## config.mk

```make
export PLATFORM = sky130hd
export DESIGN_NAME = oad_decoder
export DESIGN_NICKNAME = d
export VERILOG_FILES = /design/src/rtl/oad_pkg.sv /design/src/rtl/oad_decoder.sv
export SDC_FILE = /design/constraint.sdc
export NUM_CORES = 1
export LEC_CHECK = 0
export BUFFER_PORTS_ARGS = -buffer_cell sky130_fd_sc_hd__buf_2
export CORE_AREA = 4 4 203 126
export CTS_CLUSTER_SIZE = 28
export DETAILED_ROUTE_END_ITERATION = 10
export DIE_AREA = 0 0 207 130
export GPL_TIMING_DRIVEN = 0
export PLACE_DENSITY_LB_ADDON = 0.08
export SLEW_MARGIN = 20
export SYNTH_ARGS = -nofsm -noshare
export SYNTH_HDL_FRONTEND = slang
export SYNTH_SLANG_ARGS = --single-unit
```

## constraint.sdc

```tcl
create_clock -name core_clk_in -period 11 [get_ports core_clk_in]
set_input_delay 0 -clock core_clk_in [delete_from_list [all_inputs] [get_ports core_clk_in]]
set_output_delay 0 -clock core_clk_in [all_outputs]
set_load 0.01 [all_outputs]
```

## src/rtl/oad_pkg.sv

```systemverilog
// Constants shared by the operand addressing decoder.
// Assumes an 8-bit CPU core with a 16-bit address bus.
package oad_pkg;
   // Addressing modes decoded from the opcode
   typedef enum logic [2:0] {
      OAD_INH, OAD_IMM, OAD_DIR, OAD_EXT, OAD_IX0, OAD_IX1, OAD_IX2, OAD_REL
   } oad_mode_e;
   // Operation classes
   typedef enum logic [4:0] {
      OAD_OP_NONE, OAD_OP_LOAD_ACC, OAD_OP_LOAD_INDEX, OAD_OP_STORE_ACC, OAD_OP_STORE_INDEX,
      OAD_OP_ADD, OAD_OP_ADC, OAD_OP_SUB, OAD_OP_MINUS_WITH_BORROW, OAD_OP_AND, OAD_OP_OR_ACC,
      OAD_OP_XOR_ACC, OAD_OP_BIT, OAD_OP_COMPARE_ACC, OAD_OP_COMPARE_INDEX, OAD_OP_UNSIGNED_PRODUCT,
      OAD_OP_SHIFT_LEFT, OAD_OP_ARITH_SHIFT_RIGHT, OAD_OP_LOGIC_SHIFT_RIGHT, OAD_OP_ROTATE_LEFT_CARRY,
      OAD_OP_ROTATE_RIGHT_CARRY, OAD_OP_ZERO_FILL, OAD_OP_BITWISE_INVERT, OAD_OP_ARITH_INVERT,
      OAD_OP_PLUS_ONE, OAD_OP_MINUS_ONE, OAD_OP_FLAG_TEST_ONLY, OAD_OP_SINGLE_BIT_ON,
      OAD_OP_SINGLE_BIT_OFF, OAD_OP_BRANCH
   } oad_op_e;
   // Operand target of a read-modify-write
   typedef enum logic [1:0] {OAD_TGT_MEM, OAD_TGT_ACC, OAD_TGT_IDX} oad_tgt_e;
   // Instruction lengths in bytes
   localparam logic [1:0] OAD_LEN_ONE   = 2'h1;
   localparam logic [1:0] OAD_LEN_TWO   = 2'h2;
   localparam logic [1:0] OAD_LEN_THREE = 2'h3;
   // Fixed values
   localparam logic [7:0]  OAD_ZERO_PAGE = 8'h00;
   localparam logic [7:0]  OAD_BYTE_ZERO = 8'h00;
   localparam logic [7:0]  OAD_BYTE_ONE  = 8'h01;
   localparam logic [15:0] OAD_RST_PC    = 16'h0000;
   localparam int          OAD_MSB       = 7;
endpackage : oad_pkg

```

## src/rtl/oad_decoder.sv

```systemverilog
// Operand addressing decoder and operation executor of an 8-bit CPU.
// Assumes a fetch unit that presents a pre-decoded opcode with its operand
// bytes, and a one-cycle memory read/write port on the same clock.
`timescale 1ns/1ps
`default_nettype none

module oad_decoder (
   // Clock and reset
   input  wire logic              core_clk_in,
   input  wire logic              rst_in,
   // Instruction from fetch unit
   input  wire logic              instr_valid_in,
   input  wire oad_pkg::oad_mode_e mode_in,
   input  wire oad_pkg::oad_op_e  op_in,
   input  wire oad_pkg::oad_tgt_e tgt_in,
   input  wire logic [2:0]        bit_sel_in,
   input  wire logic              branch_cond_in,
   input  wire logic [7:0]        opnd1_in,
   input  wire logic [7:0]        opnd2_in,
   // Memory read data
   input  wire logic [7:0]        mem_rdata_in,
   // Memory bus
   output logic [15:0]            mem_addr_out,
   output logic                   mem_rd_out,
   output logic                   mem_wr_out,
   output logic [7:0]             mem_wdata_out,
   // Status
   output logic                   busy_out,
   output logic [1:0]             instr_len_out,
   output logic [15:0]            pc_out,
   output logic [7:0]             acc_out,
   output logic [7:0]             index_out,
   output logic                   carry_out,
   output logic                   zero_out,
   output logic                   neg_out
);
   typedef enum logic [1:0] {OAD_ST_IDLE, OAD_ST_READ, OAD_ST_EXEC} oad_state_e;

   typedef struct packed {
      oad_state_e         st;
      oad_pkg::oad_op_e   op;
      oad_pkg::oad_tgt_e  tgt;
      logic [2:0]         bsel;
      logic [15:0]        addr;
      logic               rd;
      logic               wr;
      logic [7:0]         wdata;
      logic [1:0]         len;
      logic [15:0]        pc;
      logic [7:0]         acc;
      logic [7:0]         idx;
      logic               c;
      logic               z;
      logic               n;
      logic               busy;
      logic               imm;
   } oad_state_s;

   oad_state_s st_ff;
   oad_state_s nxt_st;

   // Address from mode, operand bytes and index register; length from mode alone
   logic [15:0] ea;
   logic [1:0]  len;
   always_comb begin
      ea  = {oad_pkg::OAD_ZERO_PAGE, opnd1_in};
      len = oad_pkg::OAD_LEN_ONE;
      case (mode_in)
         oad_pkg::OAD_INH: len = oad_pkg::OAD_LEN_ONE;
         oad_pkg::OAD_IMM: len = oad_pkg::OAD_LEN_TWO;
         oad_pkg::OAD_DIR: begin
            len = oad_pkg::OAD_LEN_TWO;
            ea  = {oad_pkg::OAD_ZERO_PAGE, opnd1_in};
         end
         oad_pkg::OAD_EXT: begin
            len = oad_pkg::OAD_LEN_THREE;
            ea  = {opnd1_in, opnd2_in};
         end
         oad_pkg::OAD_IX0: begin
            len = oad_pkg::OAD_LEN_ONE;
            ea  = {oad_pkg::OAD_ZERO_PAGE, st_ff.idx};
         end
         oad_pkg::OAD_IX1: begin
            len = oad_pkg::OAD_LEN_TWO;
            ea  = 16'({oad_pkg::OAD_ZERO_PAGE, st_ff.idx} + {oad_pkg::OAD_ZERO_PAGE, opnd1_in});
         end
         oad_pkg::OAD_IX2: begin
            len = oad_pkg::OAD_LEN_THREE;
            ea  = 16'({opnd1_in, opnd2_in} + {oad_pkg::OAD_ZERO_PAGE, st_ff.idx});
         end
         oad_pkg::OAD_REL: len = oad_pkg::OAD_LEN_TWO;
         default: len = oad_pkg::OAD_LEN_ONE;
      endcase
   end

   // Read-modify-write transform of the fetched value
   logic [7:0] rv;
   logic [7:0] res;
   logic       rc;
   logic [8:0] sum;
   logic [15:0] prod;
   always_comb begin
      // Immediate byte waits in wdata until execute
      rv   = st_ff.imm ? st_ff.wdata :
             (st_ff.tgt == oad_pkg::OAD_TGT_ACC) ? st_ff.acc :
             (st_ff.tgt == oad_pkg::OAD_TGT_IDX) ? st_ff.idx : mem_rdata_in;
      res  = rv;
      rc   = st_ff.c;
      sum  = 9'h000;
      prod = {8'h00, st_ff.acc} * {8'h00, st_ff.idx};
      case (st_ff.op)
         oad_pkg::OAD_OP_SHIFT_LEFT:         {rc, res} = {rv, 1'b0};
         oad_pkg::OAD_OP_ARITH_SHIFT_RIGHT:  begin res = {rv[oad_pkg::OAD_MSB], rv[7:1]}; rc = rv[0]; end
         oad_pkg::OAD_OP_LOGIC_SHIFT_RIGHT:  begin res = {1'b0, rv[7:1]}; rc = rv[0]; end
         oad_pkg::OAD_OP_ROTATE_LEFT_CARRY:  {rc, res} = {rv, st_ff.c};
         oad_pkg::OAD_OP_ROTATE_RIGHT_CARRY: begin res = {st_ff.c, rv[7:1]}; rc = rv[0]; end
         oad_pkg::OAD_OP_ZERO_FILL:          begin res = oad_pkg::OAD_BYTE_ZERO; rc = 1'b0; end
         oad_pkg::OAD_OP_BITWISE_INVERT:     begin res = ~rv; rc = 1'b1; end
         oad_pkg::OAD_OP_ARITH_INVERT:       begin res = 8'(oad_pkg::OAD_BYTE_ZERO - rv); rc = (rv != oad_pkg::OAD_BYTE_ZERO); end
         oad_pkg::OAD_OP_PLUS_ONE:           res = 8'(rv + oad_pkg::OAD_BYTE_ONE);
         oad_pkg::OAD_OP_MINUS_ONE:          res = 8'(rv - oad_pkg::OAD_BYTE_ONE);
         oad_pkg::OAD_OP_SINGLE_BIT_ON:      res = rv | (oad_pkg::OAD_BYTE_ONE << st_ff.bsel);
         oad_pkg::OAD_OP_SINGLE_BIT_OFF:     res = rv & ~(oad_pkg::OAD_BYTE_ONE << st_ff.bsel);
         oad_pkg::OAD_OP_ADD:                begin sum = {1'b0, st_ff.acc} + {1'b0, rv}; res = sum[7:0]; rc = sum[8]; end
         oad_pkg::OAD_OP_ADC:                begin sum = {1'b0, st_ff.acc} + {1'b0, rv} + {8'h00, st_ff.c}; res = sum[7:0]; rc = sum[8]; end
         oad_pkg::OAD_OP_SUB, oad_pkg::OAD_OP_COMPARE_ACC: begin
            sum = {1'b0, st_ff.acc} - {1'b0, rv}; res = sum[7:0]; rc = sum[8];
         end
         oad_pkg::OAD_OP_MINUS_WITH_BORROW:  begin sum = {1'b0, st_ff.acc} - {1'b0, rv} - {8'h00, st_ff.c}; res = sum[7:0]; rc = sum[8]; end
         oad_pkg::OAD_OP_COMPARE_INDEX:      begin sum = {1'b0, st_ff.idx} - {1'b0, rv}; res = sum[7:0]; rc = sum[8]; end
         oad_pkg::OAD_OP_AND, oad_pkg::OAD_OP_BIT: res = st_ff.acc & rv;
         oad_pkg::OAD_OP_OR_ACC:             res = st_ff.acc | rv;
         oad_pkg::OAD_OP_XOR_ACC:            res = st_ff.acc ^ rv;
         default:                            res = rv;
      endcase
   end

   // Sequencer: idle, memory read, execute and write back
   always_comb begin
      nxt_st    = st_ff;
      nxt_st.rd = 1'b0;
      nxt_st.wr = 1'b0;
      case (st_ff.st)
         OAD_ST_IDLE: begin
            if (instr_valid_in) begin
               nxt_st.len  = len;
               nxt_st.imm  = (mode_in == oad_pkg::OAD_IMM);
               nxt_st.pc   = 16'(st_ff.pc + {14'h0000, len});
               nxt_st.op   = op_in;
               nxt_st.bsel = bit_sel_in;
               nxt_st.addr = ea;
               nxt_st.tgt  = (mode_in == oad_pkg::OAD_INH) ? tgt_in : oad_pkg::OAD_TGT_MEM;
               if ((op_in == oad_pkg::OAD_OP_SINGLE_BIT_ON || op_in == oad_pkg::OAD_OP_SINGLE_BIT_OFF) &&
                   mode_in != oad_pkg::OAD_DIR) begin
                  nxt_st.op = oad_pkg::OAD_OP_NONE;
               end else if (op_in == oad_pkg::OAD_OP_BRANCH) begin
                  if (mode_in == oad_pkg::OAD_REL && branch_cond_in)
                     nxt_st.pc = 16'(st_ff.pc + {14'h0000, len} + {{8{opnd1_in[oad_pkg::OAD_MSB]}}, opnd1_in});
               end else if (op_in == oad_pkg::OAD_OP_UNSIGNED_PRODUCT) begin
                  nxt_st.st = OAD_ST_EXEC;
               end else if (op_in == oad_pkg::OAD_OP_STORE_ACC || op_in == oad_pkg::OAD_OP_STORE_INDEX) begin
                  nxt_st.wr    = 1'b1;
                  nxt_st.wdata = (op_in == oad_pkg::OAD_OP_STORE_ACC) ? st_ff.acc : st_ff.idx;
                  nxt_st.z     = ((op_in == oad_pkg::OAD_OP_STORE_ACC) ? st_ff.acc : st_ff.idx) == oad_pkg::OAD_BYTE_ZERO;
               end else if (mode_in == oad_pkg::OAD_IMM) begin
                  nxt_st.tgt = oad_pkg::OAD_TGT_ACC;
                  nxt_st.st  = OAD_ST_EXEC;
               end else if (op_in != oad_pkg::OAD_OP_NONE) begin
                  nxt_st.rd = (mode_in != oad_pkg::OAD_INH);
                  nxt_st.st = OAD_ST_READ;
               end
               if (mode_in == oad_pkg::OAD_IMM) begin
                  nxt_st.wdata = opnd1_in;
               end
            end
         end
         OAD_ST_READ: nxt_st.st = OAD_ST_EXEC;
         OAD_ST_EXEC: begin
            nxt_st.st = OAD_ST_IDLE;
            nxt_st.c  = rc;
            nxt_st.z  = (res == oad_pkg::OAD_BYTE_ZERO);
            nxt_st.n  = res[oad_pkg::OAD_MSB];
            case (st_ff.op)
               oad_pkg::OAD_OP_UNSIGNED_PRODUCT: begin
                  nxt_st.idx = prod[15:8];
                  nxt_st.acc = prod[7:0];
                  nxt_st.c   = 1'b0;
               end
               oad_pkg::OAD_OP_LOAD_ACC:   nxt_st.acc = rv;
               oad_pkg::OAD_OP_LOAD_INDEX: nxt_st.idx = rv;
               oad_pkg::OAD_OP_ADD, oad_pkg::OAD_OP_ADC, oad_pkg::OAD_OP_SUB,
               oad_pkg::OAD_OP_MINUS_WITH_BORROW, oad_pkg::OAD_OP_AND,
               oad_pkg::OAD_OP_OR_ACC, oad_pkg::OAD_OP_XOR_ACC: nxt_st.acc = res;
               oad_pkg::OAD_OP_BIT, oad_pkg::OAD_OP_COMPARE_ACC, oad_pkg::OAD_OP_COMPARE_INDEX,
               oad_pkg::OAD_OP_FLAG_TEST_ONLY: ;
               default: begin
                  // Write back to the same register or location
                  if (st_ff.tgt == oad_pkg::OAD_TGT_ACC)      nxt_st.acc = res;
                  else if (st_ff.tgt == oad_pkg::OAD_TGT_IDX) nxt_st.idx = res;
                  else begin
                     nxt_st.wr    = 1'b1;
                     nxt_st.wdata = res;
                  end
               end
            endcase
         end
         default: nxt_st.st = OAD_ST_IDLE;
      endcase
      // Busy held in its own flop
      nxt_st.busy = (nxt_st.st != OAD_ST_IDLE);
   end

   // State register
   always_ff @(posedge core_clk_in) begin
      if (rst_in) begin
         st_ff    <= '0;
         st_ff.pc <= oad_pkg::OAD_RST_PC;
      end else begin
         st_ff <= nxt_st;
      end
   end

   // Outputs straight from flops
   assign mem_addr_out  = st_ff.addr;
   assign mem_rd_out    = st_ff.rd;
   assign mem_wr_out    = st_ff.wr;
   assign mem_wdata_out = st_ff.wdata;
   assign busy_out      = st_ff.busy;
   assign instr_len_out = st_ff.len;
   assign pc_out        = st_ff.pc;
   assign acc_out       = st_ff.acc;
   assign index_out     = st_ff.idx;
   assign carry_out     = st_ff.c;
   assign zero_out      = st_ff.z;
   assign neg_out       = st_ff.n;
endmodule // oad_decoder

`default_nettype wire

```

Word-level counts from Yosys, hierarchy flattened. Index checks and enable logic that the tools add are counted.

Add/subtract/negate cells: 12. Multiply operators: 1. Equal/unequal tests: 57. Shift operators: 1. Multiplexer cells: 50. Bitwise logic cells: 12. Reductions and logical operators: 34.

Operators by type and width (count): $pmux W8 S20 (1); $eq A5 B5 Y1 const B (16); $mux W8 (8); $pmux W16 S4 (1); $mux W56 (1); $mux W16 (3); $eq A5 B4 Y1 const B (9); $mux W9 (4); $pmux W8 S4 (1); $mux W10 (3); $mux W2 (12); $pmux W8 S3 (1); $eq A5 B3 Y1 const B (4); $add A8 B8 Y9 (2); $pmux W9 S2 (1); $sub A8 B8 Y9 (2); $add A16 B16 Y16 (1); $add A16 B2 Y16 (1); $add A16 B8 Y16 (1); $and A8 B8 Y8 (2); $logic_not A8 Y1 (2); $mul A8 B8 Y16 (1); $ne A2 B2 Y1 const B (8); $not A8 Y8 (2); 48 further kinds (80).

Bits in registers: 77. Input bits: 41. Output and inout port bits: 64. Word-level logic and storage cells: 184.

Depth between registers and ports, before layout.
Depth in word-level cells: 11. Depth in mapped cells: 22. Gate-level depth less buffers: 20.

Worst setup path before layout. OpenSTA, ideal clock, no wires.

Path type: reg-to-reg. Start: register st_ff, in the netlist index_out[3]. End: register st_ff, in the netlist index_out[7]. Library setup time: 0.132 ns. Arrival time: 4.799 ns. Data required time: 10.868 ns. Setup slack: 6.069 ns. Stages on the path, launching flop included: 21. Buffers on the path: 2. Period minus slack after synthesis: 4.931 ns. Cells stage by stage: dfxtp_1 -> clkbuf_1 -> clkbuf_1 -> nand2_1 -> fa_1 -> fa_1 -> inv_1 -> fa_1 -> inv_1 -> fa_1 -> inv_1 -> ha_1 -> inv_1 -> o21bai_1 -> a2111o_1 -> a41oi_1 -> o21ai_0 -> xnor2_1 -> nor2_1 -> a311oi_1 -> nor3_1.

Word-level cells in the longest chain between the ends: 9. Elaborated cells between the ends (all ways): 16. Classes of those cells: 8 x add/sub; 1 x mul; 7 x mux.

RTL lines: start, declared (RTL line oad_decoder.sv:59) `oad_state_s st_ff;`; start signal, assigned (RTL line oad_decoder.sv:219) `st_ff <= nxt_st;`; $mux W8 (RTL line oad_decoder.sv:106) `(st_ff.tgt == oad_pkg::OAD_TGT_IDX) ? st_ff.idx : mem_rdata_in;`; $mux W8 (RTL line oad_decoder.sv:105) `(st_ff.tgt == oad_pkg::OAD_TGT_ACC) ? st_ff.acc :`; $mux W8 (RTL line oad_decoder.sv:104) `rv = st_ff.imm ? st_ff.wdata :`; $sub A8 B8 Y9 or $add A8 B8 Y9 (tied branches); $sub A9 B1 Y9 or $add A9 B1 Y9 (tied branches) (RTL line oad_decoder.sv:129, oad_decoder.sv:125); $pmux W8 S20 (RTL line oad_decoder.sv:111) `case (st_ff.op)`; $mux W8 (RTL line oad_decoder.sv:199) `else if (st_ff.tgt == oad_pkg::OAD_TGT_IDX) nxt_st.idx = res;`; $mux W8 (RTL line oad_decoder.sv:198) `if (st_ff.tgt == oad_pkg::OAD_TGT_ACC) nxt_st.acc = res;`; $pmux W8 S3 (*) (RTL line oad_decoder.sv:183) `case (st_ff.op)`.

Every way passes the cells marked *; elsewhere a longest branch is shown, timed or not. The select of a mux whose other input is x is not followed. A chain may end at the register's enable or synchronous reset.

Worst setup path after layout.
Start: register st_ff[68] in the netlist's numbering. End: register st_ff, in the netlist zero_out.

Word-level cells in the longest chain between the ends: 9. Elaborated cells between the ends (all ways): 22. Classes of those cells: 8 x add/sub; 2 x eq/ne; 5 x mux; 6 x bitwise; 1 x reduce/logical.

RTL lines: $eq A2 B2 Y1 (RTL line oad_decoder.sv:106); $mux W8 (RTL line oad_decoder.sv:106); $mux W8 (*) (RTL line oad_decoder.sv:105); $mux W8 (*) (RTL line oad_decoder.sv:104); $sub A8 B8 Y9 or $add A8 B8 Y9 (tied branches); $sub A9 B1 Y9 or $add A9 B1 Y9 (tied branches) (RTL line oad_decoder.sv:129, oad_decoder.sv:125); $pmux W8 S20 (*) (RTL line oad_decoder.sv:111); $logic_not A8 Y1 (*) (RTL line oad_decoder.sv:181) `nxt_st.z = (res == oad_pkg::OAD_BYTE_ZERO);`; $pmux W1 S2 (*) (RTL line oad_decoder.sv:143) `case (st_ff.st)`.

Every way passes the cells marked *; elsewhere a longest branch is shown, timed or not.

==> metrics.log <==
[metrics] most instantiated library cell after synthesis: nand2_1
[metrics] cell types with the highest counts after synthesis: nand2_1 (158), nor2_1 (134), a21oi_1 (107)
[metrics] data required time at the worst endpoint: ~11000 ps
[metrics] peak supply drop: 75.9 µV
[metrics] cells after synthesis: 1584
[metrics] Iter 0 DRT Violations: roughly 1700
[metrics] area share of the largest cell type after synthesis: 13.2%
[metrics] synthesized net count: 1773
[metrics] TritonCTS clock tree: built
[metrics] synthesis warning total: 0
[metrics] count of clock tree sinks: 77
[metrics] leakage power total: 5.69 nW
[metrics] switching share of power: 38.6%
[metrics] ratio of routed vias to standard cells: 6.29
[metrics] FF+latch area: 0.00154 mm²
[metrics] Critical R2R Capture: zero_out
[metrics] library cell occupying the most area in the post-synthesis netlist: dfxtp_1
[metrics] Comb pwr share: 39.2%
[metrics] deepest level of the CTS H-tree: 3
[metrics] area of the die: around 0.027 mm²
[metrics] final estimated routing congestion in global placement: 1.01
[metrics] Setup crit end kind: register
[metrics] arrival time at the worst endpoint: about 6400 ps
[metrics] depth of the worst register-to-register path: 16
[metrics] Final Critical Period: 6170 ps
[metrics] Die W: 207 µm
[metrics] buffer depth of the longest clock path: 2
[metrics] Routed Wire Length: 46.3 mm
[metrics] number of pins with negative max-slew slack in the final report: 0
[metrics] Final nets: 1891
[metrics] number of synthesized flops with an enable pin: 0
[metrics] Setup crit start kind: register
[metrics] sequential cell area fraction in the yosys report: a little over an eighth
[metrics] fraction of power consumed by sequential logic: between 20 and 30%
[metrics] first-pass GRT wire length: 69.6 mm
[metrics] cells taking the most area after synthesis: dfxtp_1 (13%), ha_1 (11%), fa_1 (7.5%), nand2_1 (5.1%), a21oi_1 (4.6%)
[metrics] unrepaired setup endpoints after global routing: false
[metrics] prevailing post-synth register cell: dfxtp_1
[metrics] total congestion overflow after global routing: 0
[metrics] Max-slew headroom: between 20% and 30%
[metrics] min-delay worst type: in2reg
[metrics] maximum operating frequency: 0.162 GHz
[metrics] Worst Path Class, Setup: reg2reg
[metrics] Worst Hold Margin: 25.4 ps
[metrics] Initial DRT Pass Iterations: 6
[metrics] placed cell area: 0.0126 mm²
[metrics] clock slew at reported path FFs: 60 ps
[metrics] initial antenna violation count: 1
[metrics] total routing usage reported by global routing: 33.2%
[metrics] count of nets left with antenna violations after detail routing: 0
[metrics] share of the clock period used by the worst path: ~56%
[metrics] register bit total from synthesis: 77
[metrics] Tot Pwr: 1.07 mW
[metrics] final setup skew: around 12 ps
[metrics] utilization after layout: 54.7%
[metrics] sum of negative setup slack: 0 ps
[metrics] total vias in the final route: 12700
[metrics] reported max-cap violation count: 0
[metrics] clk_lat worst skew: 350 ps
[metrics] pin count of the biggest net entering global routing: 16
[metrics] Worst Max-Slew Pin Slew: 1060 ps
[metrics] share of cells above drive strength 1: between 10% and 20%
[metrics] number of top-level design ports: ~110
[metrics] power spent charging and discharging nets: 0.413 mW
[metrics] number of post-CTS setup repair buffers: 0
[metrics] Worst setup startpoint: st_ff[68]
[metrics] CP max FO: 10
[metrics] Starting Density: 49.2%
[metrics] core area: 0.0238 mm²
[metrics] I/O Buffers: 100
[metrics] Post-route DRC: 0
[metrics] area of the multi-input gates: 0.00898 mm²
[metrics] number of core rows: 44
[metrics] mean cell area of the mapped netlist: roughly 7.4 µm²
[metrics] vias in the first global route: 11500
[metrics] FFs w/ async S/R, synth: 0%
[metrics] root buffer selected by CTS: clkbuf_16
[metrics] launching point of the worst reg2reg path: st_ff[68]
[metrics] final hold violation count: 0
[metrics] count of fill cells added during filler insertion: 2423
[metrics] detail-routed net length per standard cell: roughly 23 µm
[metrics] final count of negative-setup-slack endpoints: 0
[metrics] CTS Buf Count: 9
[metrics] timing endpoint of the critical path: zero_out
[metrics] clock network fraction of design power: 31.9%
[metrics] half-perimeter wire length after placement: 36.4 mm
[metrics] Die H: roughly 130 µm
[metrics] Synth Cell Area: 0.0117 mm²
[metrics] R2R setup slack: 4830 ps
[metrics] count of different cell masters after synthesis: 87
[metrics] Antenna diodes: 0
[metrics] hold path depth: 3
[metrics] Internal Power: 0.658 mW
[metrics] power density relative to cell area: 82.3 mW/mm²
[metrics] Area growth syn-to-layout: 11.3%
[metrics] outcome: complete, no violations
[metrics] post-route cell area: 0.0130 mm²
cell type report:
cell class / instances / area share, %
multi-input cells: 1254 / 69.0
flip-flops and latches: 77 / 11.8
plain buffers: 147 / 6.08
repair buffers: 107 / 4.36
well taps: 322 / 3.10
inverters: 106 / 3.06
clock buffers: 12 / 2.05
clock inverters: 3 / 0.519
layout by cell type (no fill, tap or decap), types with 17 or more instances in the layout:
cell      synthesis  final
buf_2            17    117
nor2_1          134    134
o22ai_1          19     19
buf_4            58     59
a22oi_1          24     24
fa_1             44     44
xor2_1           29     29
a21o_1           23     23
o21ai_0          71     71
a31oi_1          17     17
nand2b_1         29     29
clkbuf_1         65     65
nor3_1           51     48
ha_1            104    104
xnor2_1          57     57
nand3_1          36     36
dfxtp_1          77     77
nor2b_1          23     23
and3_1           20     20
a221oi_1         21     21
and2_1           39     39
inv_1           103    103
a21oi_1         107    106
nand2_1         158    158
a211oi_1         20     20
routing by layer:
layer,share of wire [%],global-route usage (%)
met1,47,50.7
met4,1.8,5.48
met3,12,9.11
met2,39,46.9
met5,0,0
worst max-delay path, cell delays in order, from the launching register on:
cell and delay [ps]:
dfxtp_1 330, inv_1 60, ha_1 260, buf_2 320, mux2i_1 150, a221oi_2 780, inv_1 530, fa_1 560
nand2b_1 210, a211oi_1 430, o32ai_1 190, a2111oi_0 400, nand3_1 140, nor4b_1 460, a32oi_1 410, or4_1 630
o41ai_2 210
kinds of logic after synthesis:
| group | Yosys count | share of synthesized area [%] |
|---|---|---|
| simple gates | 565 | 23.7 |
| compound gates | 427 | 25.1 |
| buf+inv | 253 | 10.2 |
| fa+ha+maj | 151 | 18.9 |
| xor+xnor | 86 | 6.44 |
| flops | 77 | 13.2 |
| mux | 25 | 2.48 |
metrics by stage:
step	cells	worst slack, ps
2_1_floorplan	1584	6070
3_3_place_gp	2006	4570
3_5_place_dp	2007	4960
4_1_cts	2028	4940
5_1_grt	2028	4440
6_report	2028	4830
power by group through the flow:
stage	Clock (mW)	Sequential (mW)	Combinational, mW
after floorplan	0	0.308	0.270
after global placement	0	0.314	0.400
after detailed placement	0	0.315	0.400
after CTS	0.342	0.309	0.405
after global routing	0.354	0.310	0.451
final	0.342	0.309	0.420
registers in the layout, indices dropped and copies added (netlist names):
signal and cells:
mem_addr_out 16, pc_out 16, st_ff 13, acc_out 8
index_out 8, mem_wdata_out 8, instr_len_out 2, busy_out 1
carry_out 1, mem_rd_out 1, mem_wr_out 1, neg_out 1
zero_out 1
timing repair:
item                                   in CTS  in global routing
resized for setup                           0                  0
hold buffers                                6                  0
endpoints found under the hold margin       6                  0
how the worst min path moves through the flow:
stage	start	endpoint	slack (ps)
floorplan	rst_in	st_ff[76]	80
global placement	tgt_in[1]	st_ff[69]	260
detailed placement	tgt_in[1]	st_ff[69]	280
CTS	op_in[1]	st_ff[71]	2
global route	op_in[1]	st_ff[71]	60
finish	op_in[1]	st_ff[71]	30
Power figures use the tool's default switching activity.
